$ cat config.mk
export PLATFORM = sky130hd
export DESIGN_NAME = slave_line_mux_flat
export DESIGN_NICKNAME = d
export VERILOG_FILES = /design/src/rtl/slave_mux_pkg.sv /design/src/rtl/mux_link_if.sv /design/src/rtl/slave_line_mux.sv /design/src/flat_wrapper.sv
export SDC_FILE = /design/constraint.sdc
export NUM_CORES = 1
export LEC_CHECK = 0
export BUFFER_PORTS_ARGS = -buffer_cell sky130_fd_sc_hd__buf_2
export CAP_MARGIN = 5
export CORE_ASPECT_RATIO = 1.5
export CORE_MARGIN = 1.5
export CORE_UTILIZATION = 50
export DETAILED_ROUTE_END_ITERATION = 8
export PLACE_DENSITY = 0.72
export SYNTH_ARGS = -nofsm -noshare
export SYNTH_HDL_FRONTEND = slang
export SYNTH_SLANG_ARGS = --single-unit
$ cat constraint.sdc
create_clock -name sys_clk -period 2.6 [get_ports sys_clk]
set_input_delay 0.13 -clock sys_clk [delete_from_list [all_inputs] [get_ports sys_clk]]
set_output_delay 0.13 -clock sys_clk [all_outputs]
set_load 0.005 [all_outputs]
$ cat src/rtl/slave_mux_pkg.sv
// Constants shared by both ends of the slave line multiplexer link
package slave_mux_pkg;
  localparam int          NUM_UNITS     = 8;
  localparam int          CHAR_W        = 8;
  localparam int          WORD_W        = 12;
  localparam int          READY_BIT     = 11;
  localparam int          UNIT_W        = 3;
  localparam int          FC_W          = 12;
  // Function code fields: four octal digits
  localparam int          FC_GRP_HI     = 11;
  localparam int          FC_GRP_LO     = 6;
  localparam int          FC_CAB_HI     = 5;
  localparam int          FC_CAB_LO     = 4;
  localparam int          FC_MOD_BIT    = 3;
  localparam int          FC_UNIT_HI    = 2;
  localparam int          FC_UNIT_LO    = 0;
  localparam logic [5:0]  GRP_LOW       = 6'h01;
  localparam logic [5:0]  GRP_HIGH      = 6'h02;
  // Timing
  localparam int          CLK_PERIOD_NS = 40;
  localparam int          ACK_DELAY_NS  = 6000;
  localparam int          ACK_DELAY_CYC =
    (ACK_DELAY_NS + CLK_PERIOD_NS - 1) / CLK_PERIOD_NS;
  localparam int          ACK_CNT_W     = 8;
  localparam int          OU_GAP_CYC    = 4;
  localparam int          GAP_CNT_W     = 3;
  // Output character buffer
  localparam int          FIFO_DEPTH    = 32;
  localparam int          FIFO_W        = UNIT_W + CHAR_W;
endpackage

$ cat src/rtl/mux_link_if.sv
// Link between master multiplexer end and slave multiplexer end
`timescale 1ns/1ps
interface mux_link_if;
  import slave_mux_pkg::*;
  // Master to slave
  logic              func_ready;
  logic [FC_W-1:0]   fn_code;
  logic [UNIT_W-1:0] unit_sel;
  logic              input_req;
  logic              char_accept;
  logic              sel_output;
  logic              out_ack;
  logic [CHAR_W-1:0] out_data;
  // Slave to master
  logic [WORD_W-1:0] in_word;
  logic              char_lost;
  logic              break_idle;
  logic              char_req;

  modport device (
    input  func_ready, fn_code, unit_sel, input_req, char_accept,
    input  sel_output, out_ack, out_data,
    output in_word, char_lost, break_idle, char_req
  );
  modport master (
    output func_ready, fn_code, unit_sel, input_req, char_accept,
    output sel_output, out_ack, out_data,
    input  in_word, char_lost, break_idle, char_req
  );
endinterface

$ cat src/rtl/slave_line_mux.sv
// Slave multiplexer end: input fan-in, output steering, lamps
`timescale 1ns/1ps
module char_fifo #(
  parameter int W     = 11,
  parameter int DEPTH = 32
) (
  // Clock and reset
  input  wire logic         sys_clk,
  input  wire logic         srst,
  // Fill side
  input  wire logic         in_valid,
  output logic              in_ready,
  input  wire logic [W-1:0] in_data,
  // Drain side
  output logic              out_valid,
  input  wire logic         out_ready,
  output logic [W-1:0]      out_data
);
  localparam int AW = $clog2(DEPTH);
  logic [W-1:0] mem [DEPTH];
  logic [AW:0]  wr_ptr_r;
  logic [AW:0]  rd_ptr_r;
  logic         full;
  logic         empty;

  assign empty     = (wr_ptr_r == rd_ptr_r);
  assign full      = (wr_ptr_r[AW] != rd_ptr_r[AW]) &&
                     (wr_ptr_r[AW-1:0] == rd_ptr_r[AW-1:0]);
  assign in_ready  = !full;
  assign out_valid = !empty;
  assign out_data  = mem[rd_ptr_r[AW-1:0]];

  always_ff @(posedge sys_clk) begin
    if (in_valid && !full) begin
      mem[wr_ptr_r[AW-1:0]] <= in_data;
    end
  end

  always_ff @(posedge sys_clk) begin
    if (srst) begin
      wr_ptr_r <= '0;
      rd_ptr_r <= '0;
    end else begin
      if (in_valid && !full) begin
        wr_ptr_r <= wr_ptr_r + 1'b1;
      end
      if (out_ready && !empty) begin
        rd_ptr_r <= rd_ptr_r + 1'b1;
      end
    end
  end
endmodule

module slave_line_mux
  import slave_mux_pkg::*;
#(
  parameter logic [1:0] CABINET_ID = 2'h0,
  parameter logic [5:0] GROUP_CODE = GRP_LOW
) (
  // Clock and reset
  input  wire logic                           sys_clk,
  input  wire logic                           srst,
  // Link to master end
  mux_link_if.device                          link,
  // Input line units
  input  wire logic [NUM_UNITS-1:0][CHAR_W-1:0] iu_char,
  input  wire logic [NUM_UNITS-1:0]           iu_ready,
  input  wire logic [NUM_UNITS-1:0]           iu_lost,
  input  wire logic [NUM_UNITS-1:0]           iu_break,
  input  wire logic [NUM_UNITS-1:0]           iu_idle,
  output logic      [NUM_UNITS-1:0]           iu_ack,
  // Monitor port
  output logic      [NUM_UNITS-1:0]           monitor_lost,
  // Output line units
  input  wire logic [NUM_UNITS-1:0]           ou_req,
  output logic      [CHAR_W-1:0]              ou_data,
  output logic      [NUM_UNITS-1:0]           ou_ack,
  // Select lamps
  output logic                                lamp_mod_a,
  output logic                                lamp_mod_b,
  output logic      [UNIT_W-1:0]              lamp_pair
);
  localparam int SV = 4 * NUM_UNITS + NUM_UNITS;
  localparam int SS = 5;

  function automatic logic [NUM_UNITS-1:0] unit_decode(
    input logic [UNIT_W-1:0] u
  );
    logic [UNIT_W-1:0] k;
    unit_decode = '0;
    for (int i = 0; i < NUM_UNITS; i++) begin
      k = UNIT_W'(i);
      unit_decode[i] = (k[0] ? u[0] : ~u[0]) &
                       (k[1] ? u[1] : ~u[1]) &
                       (k[2] ? u[2] : ~u[2]);
    end
  endfunction

  logic [SV-1:0]          st_s1_r;
  logic [SV-1:0]          st_s2_r;
  logic [SS-1:0]          sb_s1_r;
  logic [SS-1:0]          sb_s2_r;
  logic [NUM_UNITS-1:0]   rdy_s;
  logic [NUM_UNITS-1:0]   lost_s;
  logic [NUM_UNITS-1:0]   brk_s;
  logic [NUM_UNITS-1:0]   idle_s;
  logic [NUM_UNITS-1:0]   oreq_s;
  logic                   freq_s;
  logic                   poll_s;
  logic                   acc_s;
  logic                   selo_s;
  logic                   oack_s;
  logic                   acc_d_r;
  logic                   oack_d_r;
  logic [NUM_UNITS-1:0]   poll_sel;
  logic [WORD_W-1:0]      fan_word;
  logic                   fan_lost;
  logic                   fan_bi;
  logic                   ack_busy_r;
  logic [ACK_CNT_W-1:0]   ack_cnt_r;
  logic [UNIT_W-1:0]      ack_unit_r;
  logic                   fifo_in_ready;
  logic                   fifo_out_valid;
  logic [FIFO_W-1:0]      fifo_out_data;
  logic                   pop;
  logic [GAP_CNT_W-1:0]   gap_cnt_r;
  logic                   mod_hit;

  always_ff @(posedge sys_clk) begin
    if (srst) begin
      st_s1_r <= '0;
      st_s2_r <= '0;
      sb_s1_r <= '0;
      sb_s2_r <= '0;
    end else begin
      st_s1_r <= {ou_req, iu_idle, iu_break, iu_lost, iu_ready};
      st_s2_r <= st_s1_r;
      sb_s1_r <= {link.func_ready, link.input_req, link.char_accept,
                  link.sel_output, link.out_ack};
      sb_s2_r <= sb_s1_r;
    end
  end

  assign {oreq_s, idle_s, brk_s, lost_s, rdy_s} = st_s2_r;
  assign {freq_s, poll_s, acc_s, selo_s, oack_s} = sb_s2_r;

  assign poll_sel = unit_decode(link.unit_sel) & {NUM_UNITS{poll_s}};

  always_comb begin
    fan_word = '0;
    fan_lost = 1'b0;
    fan_bi   = 1'b0;
    for (int i = 0; i < NUM_UNITS; i++) begin
      if (poll_sel[i]) begin
        fan_word[CHAR_W-1:0] = fan_word[CHAR_W-1:0] | iu_char[i];
        fan_word[READY_BIT]  = fan_word[READY_BIT] | rdy_s[i];
        fan_lost             = fan_lost | lost_s[i];
        fan_bi               = fan_bi | brk_s[i] | idle_s[i];
      end
    end
  end

  always_ff @(posedge sys_clk) begin
    if (srst) begin
      link.in_word    <= '0;
      link.char_lost  <= 1'b0;
      link.break_idle <= 1'b0;
      monitor_lost    <= '0;
    end else begin
      link.in_word    <= fan_word;
      link.char_lost  <= fan_lost;
      link.break_idle <= fan_bi;
      monitor_lost    <= lost_s;
    end
  end

  always_ff @(posedge sys_clk) begin
    if (srst) begin
      acc_d_r    <= 1'b0;
      ack_busy_r <= 1'b0;
      ack_cnt_r  <= '0;
      ack_unit_r <= '0;
      iu_ack     <= '0;
    end else begin
      acc_d_r <= acc_s;
      iu_ack  <= '0;
      if (acc_s && !acc_d_r && !ack_busy_r) begin
        ack_busy_r <= 1'b1;
        ack_cnt_r  <= ACK_CNT_W'(ACK_DELAY_CYC - 1);
        ack_unit_r <= link.unit_sel;
      end else if (ack_busy_r) begin
        if (ack_cnt_r == '0) begin
          ack_busy_r <= 1'b0;
          iu_ack     <= unit_decode(ack_unit_r);
        end else begin
          ack_cnt_r <= ack_cnt_r - 1'b1;
        end
      end
    end
  end

  assign mod_hit = (link.fn_code[FC_GRP_HI:FC_GRP_LO] == GROUP_CODE) &&
                   (link.fn_code[FC_CAB_HI:FC_CAB_LO] == CABINET_ID);

  always_ff @(posedge sys_clk) begin
    if (srst) begin
      lamp_mod_a <= 1'b0;
      lamp_mod_b <= 1'b0;
      lamp_pair  <= '0;
    end else if (freq_s && mod_hit) begin
      lamp_mod_a <= ~link.fn_code[FC_MOD_BIT];
      lamp_mod_b <= link.fn_code[FC_MOD_BIT];
      lamp_pair  <= link.fn_code[FC_UNIT_HI:FC_UNIT_LO];
    end else if (!freq_s && link.fn_code == '0) begin
      lamp_mod_a <= 1'b0;
      lamp_mod_b <= 1'b0;
      lamp_pair  <= '0;
    end
  end

  always_ff @(posedge sys_clk) begin
    if (srst) begin
      link.char_req <= 1'b0;
    end else begin
      link.char_req <= selo_s && fifo_in_ready &&
                       |(oreq_s & unit_decode(link.unit_sel));
    end
  end

  always_ff @(posedge sys_clk) begin
    if (srst) begin
      oack_d_r <= 1'b0;
    end else begin
      oack_d_r <= oack_s;
    end
  end

  char_fifo #(
    .W     (FIFO_W),
    .DEPTH (FIFO_DEPTH)
  ) u_fifo (
    .sys_clk   (sys_clk),
    .srst      (srst),
    .in_valid  (oack_s && !oack_d_r && selo_s),
    .in_ready  (fifo_in_ready),
    .in_data   ({link.unit_sel, link.out_data}),
    .out_valid (fifo_out_valid),
    .out_ready (pop),
    .out_data  (fifo_out_data)
  );

  // Stall until addressed unit requests
  assign pop = fifo_out_valid && (gap_cnt_r == '0) &&
               |(oreq_s & unit_decode(fifo_out_data[FIFO_W-1:CHAR_W]));

  always_ff @(posedge sys_clk) begin
    if (srst) begin
      ou_data   <= '0;
      ou_ack    <= '0;
      gap_cnt_r <= '0;
    end else begin
      ou_ack <= '0;
      if (pop) begin
        ou_data   <= fifo_out_data[CHAR_W-1:0];
        ou_ack    <= unit_decode(fifo_out_data[FIFO_W-1:CHAR_W]);
        gap_cnt_r <= GAP_CNT_W'(OU_GAP_CYC);
      end else if (gap_cnt_r != '0) begin
        gap_cnt_r <= gap_cnt_r - 1'b1;
      end
    end
  end
endmodule

$ cat src/flat_wrapper.sv
// flat-port wrapper written by rule: the top's interface ports become plain ports
module slave_line_mux_flat import slave_mux_pkg::*;
#(
  parameter logic [1:0] CABINET_ID = 2'h0,
  parameter logic [5:0] GROUP_CODE = GRP_LOW
)
  (sys_clk, srst, iu_char, iu_ready, iu_lost, iu_break, iu_idle, iu_ack, monitor_lost, ou_req, ou_data, ou_ack, lamp_mod_a, lamp_mod_b, lamp_pair, link_func_ready, link_fn_code, link_unit_sel, link_input_req, link_char_accept, link_sel_output, link_out_ack, link_out_data, link_in_word, link_char_lost, link_break_idle, link_char_req);
  mux_link_if link_i ();
  input  wire logic sys_clk;
  input  wire logic srst;
  input  wire logic [NUM_UNITS-1:0][CHAR_W-1:0] iu_char;
  input  wire logic [NUM_UNITS-1:0] iu_ready;
  input  wire logic [NUM_UNITS-1:0] iu_lost;
  input  wire logic [NUM_UNITS-1:0] iu_break;
  input  wire logic [NUM_UNITS-1:0] iu_idle;
  output logic      [NUM_UNITS-1:0] iu_ack;
  output logic      [NUM_UNITS-1:0] monitor_lost;
  input  wire logic [NUM_UNITS-1:0] ou_req;
  output logic      [CHAR_W-1:0] ou_data;
  output logic      [NUM_UNITS-1:0] ou_ack;
  output logic lamp_mod_a;
  output logic lamp_mod_b;
  output logic      [UNIT_W-1:0] lamp_pair;
  input wire logic [$bits(link_i.func_ready)-1:0] link_func_ready;
  input wire logic [$bits(link_i.fn_code)-1:0] link_fn_code;
  input wire logic [$bits(link_i.unit_sel)-1:0] link_unit_sel;
  input wire logic [$bits(link_i.input_req)-1:0] link_input_req;
  input wire logic [$bits(link_i.char_accept)-1:0] link_char_accept;
  input wire logic [$bits(link_i.sel_output)-1:0] link_sel_output;
  input wire logic [$bits(link_i.out_ack)-1:0] link_out_ack;
  input wire logic [$bits(link_i.out_data)-1:0] link_out_data;
  output wire logic [$bits(link_i.in_word)-1:0] link_in_word;
  output wire logic [$bits(link_i.char_lost)-1:0] link_char_lost;
  output wire logic [$bits(link_i.break_idle)-1:0] link_break_idle;
  output wire logic [$bits(link_i.char_req)-1:0] link_char_req;
  assign link_i.func_ready = link_func_ready;
  assign link_i.fn_code = link_fn_code;
  assign link_i.unit_sel = link_unit_sel;
  assign link_i.input_req = link_input_req;
  assign link_i.char_accept = link_char_accept;
  assign link_i.sel_output = link_sel_output;
  assign link_i.out_ack = link_out_ack;
  assign link_i.out_data = link_out_data;
  assign link_in_word = link_i.in_word;
  assign link_char_lost = link_i.char_lost;
  assign link_break_idle = link_i.break_idle;
  assign link_char_req = link_i.char_req;
  slave_line_mux #(.CABINET_ID(CABINET_ID), .GROUP_CODE(GROUP_CODE)) u_core (.sys_clk(sys_clk), .srst(srst), .link(link_i), .iu_char(iu_char), .iu_ready(iu_ready), .iu_lost(iu_lost), .iu_break(iu_break), .iu_idle(iu_idle), .iu_ack(iu_ack), .monitor_lost(monitor_lost), .ou_req(ou_req), .ou_data(ou_data), .ou_ack(ou_ack), .lamp_mod_a(lamp_mod_a), .lamp_mod_b(lamp_mod_b), .lamp_pair(lamp_pair));
endmodule
# == After elaboration in Yosys (flattened, before gate mapping) ==
# Memories as Yosys holds them, arrays and structs flattened. A register that Yosys moved wholly into a read port is not among the register bits.
# Cells that the tools add are included.
# classes
reduce_logical,36
addsub,4
muxes,49
bitwise_logic,88
n_eq_ne,5
# op_table
cell,count
$mux W8,11
$or A8 B8 Y8,7
$and A1 B1 Y1,36
$mux W1,32
$or A1 B1 Y1,29
$and A8 B8 Y8,3
$reduce_or A8 Y1,2
$logic_and A1 B1 Y1,14
$not A1 Y1,13
$add A6 B1 Y6 const B,2
$logic_not A12 Y1,1
$mux W3,4
$mux W5,2
$logic_not A8 Y1,1
$sub A8 B1 Y8 const B,1
$eq A6 B1 Y1 const B,1
$eq A6 B6 Y1,1
$logic_not A1 Y1,6
$reduce_bool A2 Y1,3
$reduce_or A2 Y1,3
$eq A5 B5 Y1,1
$reduce_and A2 Y1,2
$reduce_or A4 Y1,1
$logic_not A3 Y1,1
other kinds (5),5
# totals
input_bits,134
ram_bits,352
word_cells,209
reg_bits,171
mem_count,1
output_inout_bits,52
# memory_table
name,words,word_bits,rd,rd_clocked_by_memory_dff,wr,line_no,text
u_core.u_fifo.mem,32,11,1,1,1,slave_line_mux.sv:20,logic [W-1:0] mem [DEPTH];

# == Logic depth before layout (Yosys ltp) ==
# logic_depth
depth_word,26
mapped_depth,15
ltp_nobuf,10

# == Cells and area by module ==
# Synthesis repeated with hierarchy kept, for this count alone.
# hier_totals
hier_cells,1390
hier_area_um2,20110.5
# by_module_without_submodules
mod,area_each_um2,seq_area_each_um2,cells_per_inst,instances
char_fifo,14665.3,10910.5,874,1
slave_line_mux,5445.2,3123.0,516,1

# == Worst setup path after synthesis ==
# Ideal clock, no wire load.
# synth_timing
path_type,register to register
start,reg (tool-made name)
end,reg (tool-made name)
t_required_ps,2481
path_buffers,4
path_stages_with_launch,14
setup_slack_ps,-28
setup_ps,119
synth_period_minus_slack_ps,2628
arrival_time_ps,2510
cell_sequence,dfxtp_1 buf_6 buf_6 buf_8 mux2i_1 a22oi_1 nand3_1 o21ai_1 nor2_1 mux2_1 a211oi_2 buf_4 a21oi_1 o21ba_1

==> impl_metrics.ini <==
[run_status]
status = finished, violations left
violations = negative setup slack

[timing]
fin_setup_tns_ns = -5.81
hold_viol = 0
timing.fmax_mhz = 345
layout_min_cycle_time_ns = 2.90
setup_slack_ns = -0.298
max_slew.worst_pin.slew_ns = 0.959
max-slew-margin-rel_pct = 35.9
final_max_slew_viol_count = 0
rsz0062_at_grt = yes
clock_skew_ns = 0.0215
finalSetupViolations = 30
final.period_utilization_pct = 111

[yosys]
synth_cells = 1201
synth_cell_types = 54
synthArstFlopShare_pct = 0
synth_ff_type = edfxtp_1
synth_seq_cells = 525
syn_area_sq_mm = 0.0197
synth_edf_count = 352
yosysSeqAreaShare_pct = 71.3
synthTopCellsByArea = edfxtp_1 54%, dfxtp_1 18%, mux4_2 9.7%, nor2b_1 3.3%, mux2i_1 2.7%
synth_top_area_share_pct = 53.7
syn-mean-instance-area_sq_um = 16.4
ys_warn_count = 0
yosys.area.top_type = edfxtp_1

[power_and_ir_drop]
ir_drop_uv = 633
p_leak_nw = 8.63
cellPowerDensity_mw_per_mm2 = 671
power.total_mw = 16.5

[run]
cap_violations = 0

[clock_network]
cts_max_level = 2
cts.sinks = 525
cts.path.max_buffers = 3
clk-insertion-delay-late_ns = 0.56
path_clk_slew_ns = 0.07
cts_root_buf = clkbuf_16
cts_tree = done
cts_buffers = 46

[route]
first_pass_iters = 5
vias_per_cell = 5.57
vias = 11700
wirelength_microns = 46300
drc = 0
drt_iter0_markers = 1004
wl_per_cell_microns = 22.0
postRouteAntennaNets = 0

[floorplan]
core_sq_mm = 0.0386
dieHeight_microns = 246
std_cell_rows = 88
die-area_sq_mm = 0.0406
fp.dieW_microns = 165
start_util_pct = 50.9
top_level_ports = 186

[worst_setup_path]
path_class = reg -> reg
critPathMaxFanout = 8
cp-end-kind = flip-flop
worstPathArrival_ns = 3.34
cp-start-kind = flip-flop
cp_data_required_time_ns = 3.04

[place]
gp_congestion = 0.823
io_buffer_count = 182
dpl.hpwl_microns = 29400
dpl.cell_count = 1930

[layout]
layout_commonest_cell = edfxtp_1
postLayoutCoreUtil_pct = 63.5
antennaDiodeCount = 0
final-seq-area_sq_mm = 0.0140
nets = 1720
layoutNonFillerInstCount = 2108
fillers = 2645
drive_gt1_share_pct = 33.2
multi_input_area_sq_mm = 0.00543
areaGrowthSynthToFinish_pct = 24.8
final_cell_mix = 352 x edfxtp_1, 181 x buf_2, 171 x dfxtp_1

[global_routing]
grt_pass1_vias = 12000
gr-total-overflow = 0
grt_max_degree = 92
grt_pass1_wl_microns = 68100
antenna_found_initial = 2
grt_util_all_layers_pct = 22.9

[hold_path]
holdCritPathClass = in -> reg
==> worst paths after layout <==
kind                                                    start  depth (start not counted)                                endpoint  slack (ns)
worst max register to register                      flip-flop                          9  u_core.u_fifo.rd_ptr_r[4]$_SDFFE_PP0P_       -0.30
worst max-delay path                                flip-flop                          9  u_core.u_fifo.rd_ptr_r[4]$_SDFFE_PP0P_       -0.30
worst min register to register  u_core.st_s1_r[25]$_SDFF_PP0_                          1           u_core.st_s2_r[25]$_SDFF_PP0_        0.43
worst min-delay path                              iu_char[30]                          3       u_core.link.in_word[6]$_SDFF_PP0_        0.02
==> metrics by stage <==
step	area [sq um]	hold WS [ns]	setup WS [ns]
floorplan	19700	0.229	-0.00232
global placement	21900	0.339	-0.312
detailed placement	21900	0.345	-0.418
CTS	24500	0.00423	-0.259
global route	24600	0.0198	-0.417
finish	24600	0.0163	-0.298
==> registers in the layout (all words and copies together) (netlist names), 5 cells and up, named ones only <==
| name | flops |
|---|---|
| u_core.u_fifo.mem | 352 |
| u_core.st_s1_r | 40 |
| u_core.st_s2_r | 40 |
| u_core.link.in_word | 9 |
| u_core.ack_cnt_r | 8 |
| u_core.iu_ack | 8 |
| u_core.monitor_lost | 8 |
| u_core.ou_ack | 8 |
| u_core.ou_data | 8 |
| u_core.u_fifo.rd_ptr_r | 6 |
| u_core.u_fifo.wr_ptr_r | 6 |
| u_core.sb_s1_r | 5 |
| u_core.sb_s2_r | 5 |
==> layout make-up <==
class	count	area share, %
well taps	495	2.52
flip-flops and latches	525	57.2
inverters	16	0.245
clock buffers	57	5.28
clock inverters	27	0.917
multi-input cells	596	22.1
repair buffers	392	11.7
==> repair_timing <==
item	CTS	global route
resized for setup	45	12
hold endpoints to repair	58	0
setup endpoints to repair	30	30
pin swaps	9	4
cloned	1	0
buffers inserted	18	5
hold buffers	71	0
==> synth_stat cells (2+ instances only) <==
master    count
nor2b_1     103
nor3_1       15
buf_2        11
nand3_1      11
inv_1        15
mux2i_1      53
a21o_1        2
buf_6         5
a211oi_1      3
nor4_1        3
edfxtp_1    352
mux2_1        2
a22oi_1      58
dfxtp_1     173
a211oi_2     10
nand2b_1      9
clkbuf_1     43
a221oi_1      3
nand2_1      35
buf_4         5
mux4_2       85
or2_2         4
nand3b_1      3
or4_1         2
xnor2_1       8
and3_1        5
buf_8         2
ha_1          9
or3_1         3
a41oi_1      10
nand4_1       5
or3b_2        2
nor2_1       92
o21ai_0      15
a21oi_1      20
xor2_1        7
==> layer usage <==
metal | routed length, microns | global-route usage [%]
met5 | 23 | 0
met4 | 1600 | 9.49
met3 | 2840 | 3.15
met2 | 24600 | 42.3
met1 | 17300 | 26.5
==> cell families (layout without fill, tap and decap cells) <==
| family | count (synthesis) | count (layout) | synth area share, % |
|---|---|---|---|
| adder cells (fa/ha/maj) | 9 | 9 | 0.572 |
| AO/OA/AOI/OAI | 130 | 130 | 4.90 |
| AND/OR/NAND/NOR | 297 | 297 | 7.79 |
| multiplexers | 142 | 142 | 12.7 |
| other | 1 | 3 | 0.0191 |
| XOR/XNOR | 15 | 15 | 0.668 |
| flip-flops | 525 | 525 | 71.3 |
| buffers and inverters | 82 | 492 | 2.04 |
==> critical path, stage by stage, from the launching register on <==
cell	delay, ns
dfxtp_4	0.45
buf_12	0.15
mux4_2	0.50
o211a_1	0.26
nor4_4	0.36
inv_2	0.12
a211oi_4	0.34
buf_6	0.15
nand4_1	0.12
mux2_4	0.33
==> power by group <==
| part | internal [mW] | switching [mW] | total, mW |
|---|---|---|---|
| Combinational | 0.310 | 0.350 | 0.661 |
| Sequential | 8.99 | 0.0420 | 9.03 |
| Clock | 3.82 | 2.97 | 6.79 |
| Total | 13.1 | 3.36 | 16.5 |
Note: power is estimated with default switching activity, not from simulation.
